### src/core/spi_cfg_pkg.sv
// package: register offsets, field positions, reset values, carriers
// assumes: used by the serial configuration slice and its helpers
package spi_cfg_pkg;

    // -----------------------------------------------------------------
    // register map
    // -----------------------------------------------------------------
    localparam logic [7:0]  OFS_PHASE_CTRL  = 8'h00;
    localparam logic [7:0]  OFS_CONTROL     = 8'h04;
    localparam logic [7:0]  OFS_IRQ_STATUS  = 8'h10;
    localparam logic [7:0]  OFS_IRQ_MASK    = 8'h14;
    localparam logic [7:0]  OFS_FLAG_VIEW   = 8'h18;

    localparam logic [31:0] RST_CTRL_FIRST  = 32'h0000_0000;
    localparam logic [31:0] RST_CTRL_SECOND = 32'h0000_0700;
    localparam logic [31:0] CTRL_WR_MASK    = 32'h0000_7FFF;

    // -----------------------------------------------------------------
    // control field positions
    // -----------------------------------------------------------------
    localparam int B_TX_ODD   = 14;
    localparam int B_RX_ODD   = 13;
    localparam int B_BYTE_ACC = 12;
    localparam int B_SIZE_LO  = 8;
    localparam int B_TBE_IE   = 7;
    localparam int B_RECEIVE_NOT_EMPTY_FLAG_IE  = 6;
    localparam int B_ERR_IE   = 5;
    localparam int B_ALT_FMT  = 4;
    localparam int B_SEL_PULS = 3;
    localparam int B_SEL_DRV  = 2;
    localparam int B_TX_DMA   = 1;
    localparam int B_RX_DMA   = 0;
    localparam int B_PHASE    = 0;
    localparam int B_UNIT_EN  = 1;

    localparam logic [3:0] SIZE_MIN_CODE = 4'h3;
    localparam logic [3:0] SIZE_FORCED   = 4'h7;
    localparam logic [3:0] SIZE_MERGE    = 4'h7;

    localparam logic [1:0] LVL_EMPTY   = 2'h0;
    localparam logic [1:0] LVL_QUARTER = 2'h1;
    localparam logic [1:0] LVL_HALF    = 2'h2;
    localparam logic [1:0] LVL_FULL    = 2'h3;

    // -----------------------------------------------------------------
    // sticky event bits
    // -----------------------------------------------------------------
    localparam int EV_TBE    = 0;
    localparam int EV_RECEIVE_NOT_EMPTY_FLAG   = 1;
    localparam int EV_ERR    = 2;
    localparam int EV_FMT    = 3;
    localparam int EV_WIDTH  = 4;

    typedef struct packed {
        logic       tx_dma_odd_count;
        logic       rx_dma_odd_count;
        logic       byte_access_select;
        logic [3:0] frame_size_field;
        logic       transmit_empty_irq_enable;
        logic       receive_not_empty_irq_enable;
        logic       error_irq_enable;
        logic       alt_frame_format_enable;
        logic       select_pulse_enable;
        logic       select_output_drive;
        logic       tx_dma_request_enable;
        logic       rx_dma_request_enable;
    } ctrl_s;

    typedef struct packed {
        logic checksum_mismatch_flag;
        logic config_fault_flag;
        logic frame_format_error_flag;
        logic receive_overrun_flag;
        logic transmit_underrun_flag;
    } err_s;

endpackage

### src/core/fifo_level_code.sv
// holds: fifo fill amount to 2-bit level code
// assumes: count is the stored amount of a fifo of DEPTH entries
`timescale 1ns/1ps
module fifo_level_code
    import spi_cfg_pkg::*;
#(
    parameter int DEPTH = 4,
    parameter int CW    = 3
)(
    input  wire logic [CW-1:0] count,
    output wire logic [1:0]    level
);
    // ---------------------------------------------------------------
    // level decode
    // ---------------------------------------------------------------
    localparam logic [CW:0] HALF_X2 = (CW+1)'(DEPTH);
    wire logic        is_empty = (count == '0);
    wire logic        above    = ({count, 1'b0} > HALF_X2);
    wire logic        at_half  = ({count, 1'b0} == HALF_X2);

    assign level = is_empty ? LVL_EMPTY   :
                   above    ? LVL_FULL    :
                   at_half  ? LVL_HALF    : LVL_QUARTER;
endmodule

### src/core/ws_edge_monitor.sv
// holds: synchroniser and edge finder for an external line
// assumes: line comes from outside the pclk domain
`timescale 1ns/1ps
module ws_edge_monitor (
    input  wire logic pclk,
    input  wire logic presetn,
    input  wire logic line_in,
    output wire logic line_sync,
    output wire logic rise,
    output wire logic fall
);
    // ---------------------------------------------------------------
    // two-flop synchroniser, then edge detect
    // ---------------------------------------------------------------
    logic meta_q;
    logic sync_q;
    logic prev_q;

    always_ff @(posedge pclk or negedge presetn)
    begin
        if (!presetn)
        begin
            meta_q <= 1'b0;
            sync_q <= 1'b0;
            prev_q <= 1'b0;
        end
        else
        begin
            meta_q <= line_in;
            sync_q <= meta_q;
            prev_q <= sync_q;
        end
    end

    assign line_sync = sync_q;
    assign rise      = sync_q & ~prev_q;
    assign fall      = ~sync_q & prev_q;
endmodule

### src/core/spi_ctl_interrupt_dma_config.sv
// holds: control slice of the serial unit: phase, control word,
// interrupt and dma request generation, apb register slave
// assumes: flags come from the shift engine on pclk; serial clock and
// word select come from pins and are synchronised here
//
// Design decision made here: the APB slave port.
`timescale 1ns/1ps

module spi_ctl_interrupt_dma_config
    import spi_cfg_pkg::*;
#(
    parameter bit SECOND_INSTANCE = 1'b1,
    parameter int FIFO_DEPTH      = 4,
    parameter int CW              = 3
)(
    input  wire logic          pclk,
    input  wire logic          presetn,
    input  wire logic          psel,
    input  wire logic          penable,
    input  wire logic          pwrite,
    input  wire logic [7:0]    paddr,
    input  wire logic [31:0]   pwdata,
    output logic      [31:0]   prdata,
    output logic               pready,
    output logic               pslverr,
    input  wire logic          serial_clk_pin,
    input  wire logic          word_select_line,
    input  wire logic          slave_audio_mode,
    input  wire logic          data_write_16,
    input  wire logic          tx_buf_empty,
    input  wire logic [CW-1:0] rx_fifo_count,
    input  wire logic [CW-1:0] tx_fifo_count,
    input  wire logic [4:0]    err_flags_in,
    output logic               capture_strobe,
    output logic [3:0]         frame_bits_m1,
    output logic [1:0]         rx_fifo_level,
    output logic [1:0]         tx_fifo_level,
    output logic               receive_not_empty_flag,
    output logic               transmit_empty_flag,
    output logic               frame_format_error_flag,
    output logic               tx_odd_active,
    output logic               rx_odd_active,
    output logic               alt_frame_format,
    output logic               select_pulse_mode,
    output logic               select_out_n,
    output logic               select_oe_n,
    output logic               tx_dma_req,
    output logic               rx_dma_req,
    output logic               irq
);
    // ---------------------------------------------------------------
    // registers
    // ---------------------------------------------------------------
    localparam logic [31:0] CTRL_RST =
        SECOND_INSTANCE ? RST_CTRL_SECOND : RST_CTRL_FIRST;

    ctrl_s                ctrl_q;
    logic                 phase_q;
    logic                 unit_en_q;
    logic [EV_WIDTH-1:0]  stat_q;
    logic [EV_WIDTH-1:0]  mask_q;
    logic                 fmt_err_q;

    err_s err_in;
    assign err_in = err_s'(err_flags_in);

    // ---------------------------------------------------------------
    // bus decode
    // ---------------------------------------------------------------
    wire logic wr_en    = psel & penable & pwrite;
    wire logic hit_ph   = (paddr == OFS_PHASE_CTRL);
    wire logic hit_ctl  = (paddr == OFS_CONTROL);
    wire logic hit_st   = (paddr == OFS_IRQ_STATUS);
    wire logic hit_mk   = (paddr == OFS_IRQ_MASK);
    wire logic hit_fv   = (paddr == OFS_FLAG_VIEW);
    wire logic mapped   = hit_ph | hit_ctl | hit_st | hit_mk | hit_fv;

    // ---------------------------------------------------------------
    // derived flags
    // ---------------------------------------------------------------
    wire logic [1:0] rx_lvl;
    wire logic [1:0] tx_lvl;

    fifo_level_code #(.DEPTH(FIFO_DEPTH), .CW(CW)) u_rx_lvl (
        .count (rx_fifo_count),
        .level (rx_lvl)
    );
    fifo_level_code #(.DEPTH(FIFO_DEPTH), .CW(CW)) u_tx_lvl (
        .count (tx_fifo_count),
        .level (tx_lvl)
    );

    wire logic [CW-1:0] rx_thr =
        ctrl_q.byte_access_select ? CW'(1) : CW'(2);
    wire logic receive_not_empty_flag_w  = SECOND_INSTANCE ?
                         (rx_fifo_count >= rx_thr) :
                         (rx_fifo_count != '0);
    wire logic tbe_w   = SECOND_INSTANCE ?
                         (tx_fifo_count == '0) : tx_buf_empty;
    wire logic err_any = (|err_in) | fmt_err_q;

    // code 0011 and up pass, lower codes read as 8 bits
    function automatic logic [3:0] eff_size(input logic [3:0] code);
        eff_size = (code < SIZE_MIN_CODE) ? SIZE_FORCED : code;
    endfunction
    wire logic [3:0] size_eff = eff_size(ctrl_q.frame_size_field);
    wire logic merge_mode = SECOND_INSTANCE & data_write_16 &
                            (size_eff <= SIZE_MERGE);

    // ---------------------------------------------------------------
    // serial clock edge finding and word select check
    // ---------------------------------------------------------------
    wire logic sclk_s;
    wire logic sclk_rise;
    wire logic sclk_fall;
    wire logic ws_rise;
    wire logic ws_fall;

    ws_edge_monitor u_sclk (
        .pclk      (pclk),
        .presetn   (presetn),
        .line_in   (serial_clk_pin),
        .line_sync (sclk_s),
        .rise      (sclk_rise),
        .fall      (sclk_fall)
    );
    ws_edge_monitor u_ws (
        .pclk      (pclk),
        .presetn   (presetn),
        .line_in   (word_select_line),
        .line_sync (),
        .rise      (ws_rise),
        .fall      (ws_fall)
    );

    // edge parity, cleared while unit disabled
    logic edge_odd_q;
    wire logic sclk_edge = sclk_rise | sclk_fall;
    wire logic cap_w     = sclk_edge &
                           (phase_q ? edge_odd_q : ~edge_odd_q);
    wire logic ws_toggle = ws_rise | ws_fall;
    // toggle while clock high is misplaced
    wire logic ws_bad    = slave_audio_mode & ws_toggle &
                           ~sclk_fall & sclk_s;

    // ---------------------------------------------------------------
    // events and interrupt
    // ---------------------------------------------------------------
    wire logic [EV_WIDTH-1:0] ev_set = {ws_bad, err_any, receive_not_empty_flag_w, tbe_w};
    wire logic [EV_WIDTH-1:0] ev_clr =
        (wr_en & hit_st) ? pwdata[EV_WIDTH-1:0] : '0;
    wire logic [EV_WIDTH-1:0] stat_d = (stat_q & ~ev_clr) | ev_set;

    wire logic cond_w = (ctrl_q.transmit_empty_irq_enable & tbe_w)
                      | (ctrl_q.receive_not_empty_irq_enable & receive_not_empty_flag_w)
                      | (ctrl_q.error_irq_enable & err_any);
    wire logic irq_d  = cond_w | (|(stat_q & mask_q));

    // ---------------------------------------------------------------
    // control write with odd-count guard
    // ---------------------------------------------------------------
    wire logic [31:0] ctrl_word = {17'h0, ctrl_q};
    wire logic [31:0] wr_val    = pwdata & CTRL_WR_MASK;
    logic      [31:0] ctrl_new;
    always_comb
    begin
        ctrl_new = wr_val;
        if (unit_en_q || !SECOND_INSTANCE)
        begin
            ctrl_new[B_TX_ODD] = ctrl_word[B_TX_ODD];
            ctrl_new[B_RX_ODD] = ctrl_word[B_RX_ODD];
        end
    end

    wire logic [31:0] rd_mux =
        hit_ph  ? {30'h0, unit_en_q, phase_q} :
        hit_ctl ? ctrl_word :
        hit_st  ? {28'h0, stat_q} :
        hit_mk  ? {28'h0, mask_q} :
        hit_fv  ? {23'h0, rx_lvl, tx_lvl, fmt_err_q, err_any,
                   receive_not_empty_flag_w, tbe_w, irq} : 32'h0;

    always_ff @(posedge pclk or negedge presetn)
    begin
        if (!presetn)
        begin
            ctrl_q    <= ctrl_s'(CTRL_RST[14:0]);
            phase_q   <= 1'b0;
            unit_en_q <= 1'b0;
            stat_q    <= '0;
            mask_q    <= '0;
            fmt_err_q <= 1'b0;
            edge_odd_q <= 1'b0;
        end
        else
        begin
            if (wr_en && hit_ctl)
                ctrl_q <= ctrl_s'(ctrl_new[14:0]);
            if (wr_en && hit_ph)
            begin
                phase_q   <= pwdata[B_PHASE];
                unit_en_q <= pwdata[B_UNIT_EN];
            end
            if (wr_en && hit_mk)
                mask_q <= pwdata[EV_WIDTH-1:0];
            stat_q    <= stat_d;
            if (ws_bad)
                fmt_err_q <= 1'b1;
            else if (wr_en && hit_st && pwdata[EV_FMT])
                fmt_err_q <= 1'b0;
            if (!unit_en_q)
                edge_odd_q <= 1'b0;
            else if (sclk_edge)
                edge_odd_q <= ~edge_odd_q;
        end
    end

    // ---------------------------------------------------------------
    // registered outputs
    // ---------------------------------------------------------------
    always_ff @(posedge pclk or negedge presetn)
    begin
        if (!presetn)
        begin
            prdata                  <= 32'h0;
            pready                  <= 1'b0;
            pslverr                 <= 1'b0;
            capture_strobe          <= 1'b0;
            frame_bits_m1           <= SIZE_FORCED;
            rx_fifo_level           <= LVL_EMPTY;
            tx_fifo_level           <= LVL_EMPTY;
            receive_not_empty_flag  <= 1'b0;
            transmit_empty_flag     <= 1'b0;
            frame_format_error_flag <= 1'b0;
            tx_odd_active           <= 1'b0;
            rx_odd_active           <= 1'b0;
            alt_frame_format        <= 1'b0;
            select_pulse_mode       <= 1'b0;
            select_out_n            <= 1'b1;
            select_oe_n             <= 1'b1;
            tx_dma_req              <= 1'b0;
            rx_dma_req              <= 1'b0;
            irq                     <= 1'b0;
        end
        else
        begin
            pready  <= psel & ~penable;
            pslverr <= psel & ~penable & ~mapped;
            if (psel && !penable && !pwrite)
                prdata <= rd_mux;
            capture_strobe          <= cap_w;
            frame_bits_m1           <= size_eff;
            rx_fifo_level           <= rx_lvl;
            tx_fifo_level           <= tx_lvl;
            receive_not_empty_flag  <= receive_not_empty_flag_w;
            transmit_empty_flag     <= tbe_w;
            frame_format_error_flag <= fmt_err_q;
            tx_odd_active  <= merge_mode & ctrl_q.tx_dma_request_enable &
                              ctrl_q.tx_dma_odd_count;
            rx_odd_active  <= merge_mode & ctrl_q.rx_dma_request_enable &
                              ctrl_q.rx_dma_odd_count;
            alt_frame_format  <= ctrl_q.alt_frame_format_enable;
            select_pulse_mode <= ctrl_q.select_pulse_enable;
            select_out_n      <= ~unit_en_q;
            select_oe_n       <= ~ctrl_q.select_output_drive;
            tx_dma_req <= ctrl_q.tx_dma_request_enable & tbe_w;
            rx_dma_req <= ctrl_q.rx_dma_request_enable & receive_not_empty_flag_w;
            irq        <= irq_d;
        end
    end
endmodule

### config.mk
export PLATFORM = sky130hd
export DESIGN_NAME = spi_ctl_interrupt_dma_config
export DESIGN_NICKNAME = d
export VERILOG_FILES = /design/src/core/spi_cfg_pkg.sv /design/src/core/fifo_level_code.sv /design/src/core/ws_edge_monitor.sv /design/src/core/spi_ctl_interrupt_dma_config.sv
export SDC_FILE = /design/constraint.sdc
export NUM_CORES = 1
export LEC_CHECK = 0
export BUFFER_PORTS_ARGS = -buffer_cell sky130_fd_sc_hd__clkbuf_2
export CAP_MARGIN = 40
export CORE_UTILIZATION = 52
export CTS_CLUSTER_DIAMETER = 120
export DETAILED_ROUTE_END_ITERATION = 16
export PLACE_DENSITY = 0.94
export SLEW_MARGIN = 15
export SYNTH_ARGS = -nofsm -noshare
export SYNTH_HDL_FRONTEND = slang
export SYNTH_SLANG_ARGS = --single-unit
### constraint.sdc
create_clock -name pclk -period 3.8 [get_ports pclk]
set_input_delay 0.19 -clock pclk [delete_from_list [all_inputs] [get_ports pclk]]
set_output_delay 0.19 -clock pclk [all_outputs]
set_load 0.05 [all_outputs]
==> flow_metrics.py, run 1 <==
metrics = {
    "run_status": {
        "status": "finished clean",
    },
    "synthesis": {
        "synth_edf_count": 0,
        "synth_simple_gate_area_frac": 0.142,
        "synth_top_family_by_area": "simple AND/OR/NAND/NOR gates",
        "synth_seq_cells": 71,
        "synth.area.mux_share": 0.0847,
        "ys_async_sr_fraction": 1.00,
        "yosysSeqAreaShare": 0.584,
        "netlist_area_um2": 3060,
        "syn_inst": 245,
        "synth_top_area_frac": 0.516,
        "synthXorXnorAreaFrac": 0.00859,
        "yosys-top-cells-area": "dfrtp_1, mux2_1, dfstp_2",
        "yosysUniqueCellTypes": 54,
        "yosys.cell_count.top_type": "dfrtp_1",
        "synth_compound_area_frac": 0.0978,
        "synth_flop_cell": "dfrtp_1",
        "syn_area_per_cell_um2": 12.5,
        "yosys.area_share.adder": 0.0123,
        "synth_warnings": 0,
        "yosysTopAreaCell": "dfrtp_1",
        "synth_commonest_cells": "dfrtp_1, mux2_1, buf_4, nand2_1",
    },
    "place": {
        "place.gp.congestion": 0.917,
        "io_buffers": 80,
        "place_hpwl_um": 5030,
        "dpl_cell_area_um2": 3440,
    },
    "route": {
        "drc": 0,
        "avgRoutedWirePerCell_um": 16.6,
        "drtIter0Drc": 173,
        "drt_wl_total_um": 6780,
        "vias": 2240,
        "dr.pass1.iters": 4,
        "ant_nets": 0,
        "via_per_inst": 5.50,
    },
    "clocking": {
        "clock_path_buffers": 2,
        "clock-sinks": 71,
        "cts_buffers": 9,
        "cts_resized": 0,
        "clk_latency_ps": 340,
        "clkTransAtPathRegs_ps": 70,
        "h-tree-depth": 3,
        "tritoncts": "built",
        "cts_root_buf": "clkbuf_8",
    },
    "setup_path": {
        "critPathCaptureType": "register",
        "critPathMaxFanout": 5,
        "r2r.worst_path.cells": 5,
        "crit_required_ps": 4020,
        "crit_chain": "ha_1 > nand2b_1 > a211o_1 > o211a_1 > o31a_1",
        "cp_num_buf_inv": 0,
        "startpoint_type": "register",
        "crit_arrival_ps": 2050,
        "critPathSlowestCell": "dfrtp_1",
        "path_delay_family": "compound AO/OA/AOI/OAI gates",
        "critical_path_class": "reg -> reg",
        "reg2reg_from": "ctrl_q[12]",
        "setup.worst_path.start": "ctrl_q[12]",
        "cp.depth": 5,
        "cp_slowest_stage_delay_ps": 420,
    },
    "sta": {
        "finalCritPeriodShare": 0.483,
        "setup_tns_ps": 0,
        "grt_setup_unrepaired": "false",
        "tightest_slew_ps": 835,
        "slew_viol_final": 0,
        "finalClockSkew_ps": 8.89,
        "clock.fmax_mhz": 545,
        "fin_crit_ps": 1840,
        "setup_viol": 0,
        "final_hold_viol_count": 0,
        "relSlewSlack": 0.442,
    },
    "cells_and_area": {
        "n_fill_cell": 423,
        "diodes": 0,
        "final_cell_area_um2": 3680,
        "drive_above_1_share": 0.340,
        "final_nets": 394,
        "synthToLayoutAreaGrowth_pct": 20.3,
    },
    "worst_hold_path": {
        "hold_class": "in -> reg",
        "worstHoldPathCells": 2,
        "min-delay-start": "pwdata[12]",
    },
    "global_routing": {
        "grt_usage": 0.238,
        "grt_max_degree": 37,
        "antenna_found_initial": 0,
        "grt_pass1_vias": 2239,
        "grt_first_pass_wirelength_um": 10800,
        "overflow": 0,
    },
    "floorplan": {
        "fp.dieH_um": 78.7,
        "initial_core_util": 0.549,
        "dieArea_um2": 6190,
        "coreArea_um2": 5570,
        "io_pins": 116,
        "die_w_um": 78.7,
        "num_rows": 27,
    },
    "pwr": {
        "power_density_nw_per_um2": 437,
        "vdd_ir_drop_max_uv": 227,
        "leakage_nw": 1.85,
    },
    "flow_run": {
        "maxCapViolCount": 0,
    },
}
cell families (layout without fill, tap and decap cells):
| family | Yosys count | count (layout) |
|---|---|---|
| AO/OA/AOI/OAI | 39 | 39 |
| XOR/XNOR | 3 | 3 |
| adder cells (fa/ha/maj) | 3 | 3 |
| buffers and inverters | 36 | 110 |
| flip-flops | 71 | 71 |
| multiplexers | 22 | 22 |
| other | 1 | 17 |
| AND/OR/NAND/NOR | 70 | 70 |
layout by cell type, fill, tap and decap left out, drive strengths merged, types with 6 or more instances in the layout:
cell type	n
clkbuf	92
dfrtp	63
nand2	17
mux2	21
a22o	6
dfstp	8
nor2	13
nand3	7
inv	10
a21o	6
conb	17
metal layers:
metal	GRT usage	part of all wire	routed length (um)
met5	0	0	0
met4	0.148	0.037	248
met3	0.0453	0.051	344
met2	0.379	0.52	3510
met1	0.300	0.39	2670
path summary, 6_finish.rpt:
kind | endpoint | slack, ps
setup reg to reg | prdata[2] | 1960
setup / recovery | prdata[2] | 1960
min in group asynchronous | frame_bits_m1[3] | 500
hold reg to reg | u_ws.line_sync | 350
hold / removal | ctrl_q[12] | 70
max in group asynchronous | ctrl_q[8] | 2320
flip-flops by register name, summed over array words and instances, names as in the netlist, 2 cells and up:
| register | cells |
|---|---|
| ctrl_q | 15 |
| rx_fifo_level | 2 |
| mask_q | 4 |
| stat_q | 4 |
| tx_fifo_level | 2 |
| frame_bits_m1 | 4 |
| prdata | 15 |
through the flow:
step           std cells  hold slack [ps]   util  power (mW)  setup WS [ps]
4_1_cts              407             52.2  0.660        1.62           1970
5_1_grt              407             67.8  0.660        1.67           1940
6_report             407             65.1  0.660        1.61           1960
3_5_place_dp         388              301  0.618       0.988           1780
2_1_floorplan        261             -106      -       0.934           2150
3_3_place_gp         388              288  0.618       0.982           1870
power breakdown:
part	internal (mW)	switching, mW
logic	0.0470	0.143
registers	0.776	0.0104
clock network	0.371	0.260
total	1.19	0.414
worst reg2reg max path: stages (launching register included):
cell and delay (ps):
dfrtp_1 420, ha_1 280, nand2b_1 140, a211o_1 390
o211a_1 240, o31a_1 240
final cells by class:
| type | count | area (um2) | area share |
|---|---|---|---|
| clock buffer | 13 | 139 | 0.0378 |
| clock inverter | 3 | 67.6 | 0.0184 |
| inverter | 10 | 37.5 | 0.0102 |
| multi-input combinational | 154 | 1120 | 0.304 |
| sequential | 71 | 1790 | 0.486 |
| tap | 72 | 90.1 | 0.0245 |
| timing repair buffer | 84 | 438 | 0.119 |
repair_timing:
action / in CTS / in global routing
endpoints found under the hold margin: 30 / 0
hold buffers: 3 / 0
buffers inserted: 0 / 0
Power figures use the tool's default switching activity.
==> inputs of run 2 (changes only) <==
- CORE_UTILIZATION: 52 -> 49
- PLACE_DENSITY: 0.94 -> 0.9
- clock period: 3.8 -> 1.79 ns (I/O delays scaled with it)
==> flow_metrics.py, run 2 (synthesized netlist as in run 1, its figures left out) <==
metrics = {
    "run_status": {
        "status": "finished clean",
    },
    "floorplan": {
        "initial_core_util": 0.513,
        "dieArea_um2": 6560,
        "num_rows": 28,
        "die_w_um": 81.0,
        "coreArea_um2": 5960,
        "fp.dieH_um": 81.0,
        "io_pins": 116,
    },
    "setup_path": {
        "path_delay_family": "compound AO/OA/AOI/OAI gates",
        "crit_required_ps": 2010,
        "startpoint_type": "register",
        "critical_path_class": "reg -> reg",
        "cp_slowest_stage_delay_ps": 410,
        "crit_arrival_ps": 2000,
        "critPathMaxFanout": 4,
        "critPathCaptureType": "register",
        "critPathSlowestCell": "dfrtp_1",
        "cp_num_buf_inv": 1,
        "crit_chain": "ha_1 > nand2b_4 > a211o_1 > buf_4 > a221o_1",
    },
    "sta": {
        "grt_setup_unrepaired": "true",
        "final_hold_viol_count": 0,
        "tightest_slew_ps": 690,
        "fin_crit_ps": 1780,
        "setup_tns_ps": 0,
        "setup_viol": 0,
        "finalClockSkew_ps": 11.8,
        "fin_hold_ws_ps": 18.7,
        "relSlewSlack": 0.540,
        "slew_viol_final": 0,
        "fin_ws_ps": 14.8,
        "finalCritPeriodShare": 0.992,
        "clock.fmax_mhz": 563,
    },
    "worst_hold_path": {
        "hold_class": "in -> reg",
    },
    "pwr": {
        "vdd_ir_drop_max_uv": 647,
        "leakage_nw": 2.00,
        "power_density_nw_per_um2": 845,
    },
    "cells_and_area": {
        "n_fill_cell": 422,
        "final_cell_mix": "clkbuf_2, dfrtp_1, dlygate4sd3_1",
        "final_common_cell": "clkbuf_2",
        "reg_top3": "ctrl_q x15, prdata x15",
        "drive_above_1_share": 0.349,
        "synthToLayoutAreaGrowth_pct": 30.3,
        "diodes": 0,
        "final_nets": 423,
        "finalNonFillerCells": 439,
    },
    "clocking": {
        "clk_latency_ps": 340,
        "clock-sinks": 71,
        "cts_buffers": 9,
        "cts_root_buf": "clkbuf_8",
        "clock_path_buffers": 2,
        "tritoncts": "built",
        "h-tree-depth": 3,
        "clkTransAtPathRegs_ps": 80,
    },
    "route": {
        "via_per_inst": 5.39,
        "vias": 2367,
        "drt_wl_total_um": 7140,
        "drc": 0,
        "dr.pass1.iters": 5,
        "ant_nets": 0,
        "drtIter0Drc": 278,
        "avgRoutedWirePerCell_um": 16.3,
    },
    "flow_run": {
        "maxCapViolCount": 0,
    },
    "place": {
        "place.gp.congestion": 0.892,
        "dp.cells": 399,
        "io_buffers": 80,
        "place_ws_ps": 30.1,
        "place_hpwl_um": 5010,
    },
    "global_routing": {
        "grt_max_degree": 28,
        "grt_first_pass_wirelength_um": 11400,
        "grt_pass1_vias": 2340,
        "grt_usage": 0.242,
        "overflow": 0,
        "antenna_found_initial": 0,
    },
}
## run 2: cell type report
type / count / area, um2 / area share
Tap cell: 75 / 93.8 / 0.0236
Timing Repair Buffer: 113 / 746 / 0.187
Clock inverter: 4 / 47.5 / 0.0119
Multi-Input combinational cell: 154 / 1130 / 0.283
Clock buffer: 12 / 145 / 0.0364
Inverter: 10 / 37.5 / 0.00942
Sequential cell: 71 / 1790 / 0.448
## run 2: per-layer routing
layer  vias to the layer above  track usage  wire [um]
met4                         0        0.188        356
met2                       118        0.387       3600
met5                         -            0          0
met3                        33       0.0427        443
li1                       1060            -          -
met1                      1156        0.289       2750
## run 2: final timing paths
| path | start | end | slack (ps) | depth (start not counted) |
|---|---|---|---|---|
| max | ctrl_q[12] | irq | 10 | 5 |
| min | pwdata[3] | ctrl_q[3] | 20 | 2 |
| max reg2reg | ctrl_q[12] | irq | 10 | 5 |
| min reg2reg | u_sclk.meta_q | u_sclk.line_sync | 360 | 0 |
| max in group asynchronous | presetn | ctrl_q[10] | 820 | 3 |
| min in group asynchronous | presetn | ctrl_q[12] | 340 | 2 |
## run 2: through the flow
| step | power [mW] | area, um2 | util |
|---|---|---|---|
| final | 3.37 | 3980 | 0.669 |
| after global routing | 3.49 | 3980 | 0.669 |
| after CTS | 3.39 | 3970 | 0.666 |
| after detailed placement | 2.11 | 3540 | 0.595 |
| after global placement | 2.10 | 3540 | 0.595 |
| after floorplan | 1.98 | 3120 | - |
## run 2: timing repair
item / CTS / global route
resized for setup: 0 / 2
endpoints found under the hold margin: 39 / 0
pin swaps: 1 / 2
buffers inserted: 0 / 2
setup endpoints to repair: 1 / 2
hold buffers: 23 / 0
## run 2: report_power, final
part           total (mW)  switching (mW)  internal [mW]  leakage, nW
logic               0.458           0.315          0.144         1.01
registers            1.67          0.0234           1.65        0.890
clock network        1.24           0.560          0.678       0.0964
## run 2: worst register-to-register path: stages, from the launching register on
cell,delay [ps]
dfrtp_1,410
ha_1,280
nand2b_4,140
a211o_1,340
buf_4,160
a221o_1,330
==> inputs of run 3 (changes only) <==
--- a/config.mk
+++ b/config.mk
@@ -6,4 +6,5 @@
 export NUM_CORES = 1
 export LEC_CHECK = 0
+export ABC_AREA = 1
 export BUFFER_PORTS_ARGS = -buffer_cell sky130_fd_sc_hd__clkbuf_2
 export CAP_MARGIN = 40
@@ -11,5 +12,5 @@
 export CTS_CLUSTER_DIAMETER = 120
 export DETAILED_ROUTE_END_ITERATION = 16
-export PLACE_DENSITY = 0.9
+export PLACE_DENSITY = 0.89
 export SLEW_MARGIN = 15
 export SYNTH_ARGS = -nofsm -noshare
==> constraint.sdc (replaced) <==
create_clock -name pclk -period 1.79 [get_ports pclk]
set_input_delay 0.179 -clock pclk [delete_from_list [all_inputs] [get_ports pclk]]
set_output_delay 0.179 -clock pclk [all_outputs]
set_load 0.05 [all_outputs]
==> flow_metrics.py, run 3 <==
metrics = {
    "synthesis": {
        "synth_edf_count": 0,
        "synth_flop_cell": "dfrtp_1",
        "synth_warnings": 0,
        "synth_seq_cells": 71,
        "yosysUniqueCellTypes": 33,
        "syn_area_per_cell_um2": 9.63,
        "ys_async_sr_fraction": 1.00,
        "netlist_area_um2": 3210,
        "yosysSeqAreaShare": 0.557,
        "yosys.cell_count.top_type": "nand2_1",
        "syn_inst": 333,
        "yosysTopAreaCell": "dfrtp_1",
        "yosys-top-cells-area": "dfrtp_1, nand2_1, dfstp_2",
        "synth_commonest_cells": "nand2_1, dfrtp_1, inv_1",
        "synth_top_area_frac": 0.492,
    },
    "floorplan": {
        "initial_core_util": 0.505,
        "num_rows": 29,
        "io_pins": 116,
        "die_w_um": 82.9,
        "coreArea_um2": 6350,
        "dieArea_um2": 6870,
        "fp.dieH_um": 82.9,
    },
    "setup_path": {
        "crit_chain": "ha_1 > inv_1 > nand2_1 > nand2_1 > nand2_1 > nand3_1 > o21ai_0 > o21ai_0 > nand2_1",
        "path_delay_family": "flip-flops",
        "critPathCaptureType": "register",
        "critPathSlowestCell": "dfrtp_1",
        "cp_num_buf_inv": 1,
        "crit_top_cell": "nand2_1",
        "cp_slowest_stage_delay_ps": 400,
        "critPathMaxFanout": 3,
        "crit_required_ps": 2010,
        "crit_arrival_ps": 1730,
        "startpoint_type": "register",
        "critical_path_class": "reg -> reg",
    },
    "pwr": {
        "power_density_nw_per_um2": 911,
        "leakage_nw": 2.13,
        "vdd_ir_drop_max_uv": 575,
    },
    "cells_and_area": {
        "final-seq-area_um2": 1790,
        "finalCoreUtilization": 0.609,
        "final_nets": 486,
        "final_cell_area_um2": 3870,
        "multi_input_area_um2": 1110,
        "n_fill_cell": 529,
        "final_cell_mix": "clkbuf_2, nand2_1, dfrtp_1",
        "diodes": 0,
        "final_common_cell": "clkbuf_2",
        "synthToLayoutAreaGrowth_pct": 20.7,
        "finalNonFillerCells": 504,
        "reg_top3": "ctrl_q x15, prdata x15",
        "drive_above_1_share": 0.351,
    },
    "sta": {
        "final_hold_viol_count": 0,
        "grt_setup_unrepaired": "false",
        "fin_crit_ps": 1510,
        "finalCritPeriodShare": 0.845,
        "setup_viol": 0,
        "setup_tns_ps": 0,
        "slew_viol_final": 0,
        "finalClockSkew_ps": 7.57,
        "clock.fmax_mhz": 661,
        "fin_ws_ps": 277,
    },
    "clocking": {
        "cts_buffers": 9,
        "clkTransAtPathRegs_ps": 80,
        "clock-sinks": 71,
        "postCtsSetupBuffers": 0,
        "cts_root_buf": "clkbuf_8",
        "clk_latency_ps": 340,
        "clock_path_buffers": 2,
        "h-tree-depth": 3,
        "tritoncts": "built",
    },
    "place": {
        "io_buffers": 80,
        "place.gp.congestion": 0.867,
        "place_ws_ps": 320,
        "place_hpwl_um": 5010,
        "dpl_cell_area_um2": 3610,
        "dp.cells": 485,
    },
    "route": {
        "vias": 2443,
        "via_per_inst": 4.85,
        "ant_nets": 0,
        "avgRoutedWirePerCell_um": 13.3,
        "drc": 0,
        "dr.pass1.iters": 4,
        "drtIter0Drc": 94,
        "drt_wl_total_um": 6710,
    },
    "global_routing": {
        "antenna_found_initial": 0,
        "grt_usage": 0.211,
        "grt_max_degree": 72,
        "overflow": 0,
        "grt_pass1_vias": 2378,
        "grt_first_pass_wirelength_um": 11200,
    },
    "worst_hold_path": {
        "hold_class": "in -> reg",
    },
    "run_status": {
        "status": "finished clean",
    },
    "flow_run": {
        "maxCapViolCount": 0,
    },
}
-- run 3: cell count changes in the layout (fill, tap and decap cells not counted), sizes merged, moves of 16 or more --
cell,before,now
inv,10,55
mux2,21,0
o21ai,2,36
nand2,17,79
nor2,13,29
dlygate4sd3,23,3
-- run 3: worst paths after layout --
kind                                from               end  slack, ps  depth (start not counted)
max                           ctrl_q[12]         prdata[2]        280                          9
min                            pwdata[4]         ctrl_q[4]         50                          3
max reg2reg                   ctrl_q[12]         prdata[2]        280                          9
min reg2reg                u_sclk.meta_q  u_sclk.line_sync        350                          0
max in group asynchronous        presetn  frame_bits_m1[0]       1060                          3
min in group asynchronous        presetn         prdata[7]        380                          3
-- run 3: power breakdown --
part	switching (mW)	total, mW	internal (mW)
clock network	0.649	1.46	0.807
registers	0.0182	1.67	1.65
logic	0.309	0.404	0.0948
total	0.976	3.53	2.55
-- run 3: cells by family after synthesis --
group	after synthesis	share of synthesized area
simple gates	133	0.211
buf+inv	74	0.115
flops	71	0.557
compound gates	49	0.0975
fa+ha+maj	3	0.0117
xor+xnor	2	0.00546
other cells	1	0.00117
-- run 3: through the flow --
step	total power, mW	hold WS, ps
2_1_floorplan	1.99	-117
3_3_place_gp	2.09	226
3_5_place_dp	2.10	235
4_1_cts	3.56	35.0
5_1_grt	3.67	47.2
6_report	3.53	52.3
-- run 3: area by class of cell --
cell class,count,share of cell area
Clock buffer,9,0.0320
Tap cell,77,0.0249
Timing Repair Buffer,84,0.116
Clock inverter,7,0.0265
Sequential cell,71,0.462
Multi-Input combinational cell,204,0.287
Inverter,52,0.0517
-- run 3: repair_timing --
| action | in CTS | in global routing |
|---|---|---|
| hold endpoints to repair | 65 | 0 |
| resized for setup | 0 | 0 |
| hold buffers | 3 | 0 |
-- run 3: worst min-delay path, cell delays in order --
cell      delay, ps
clkbuf_2         80
nand2_1          40
nand2_1          50
-- run 3: routing by layer --
layer,global-route usage,routed length (um),vias to the layer above
met4,0.0737,28,0
met2,0.350,3420,86
met5,0,0,-
met3,0.0577,414,4
li1,-,-,1186
met1,0.268,2850,1167
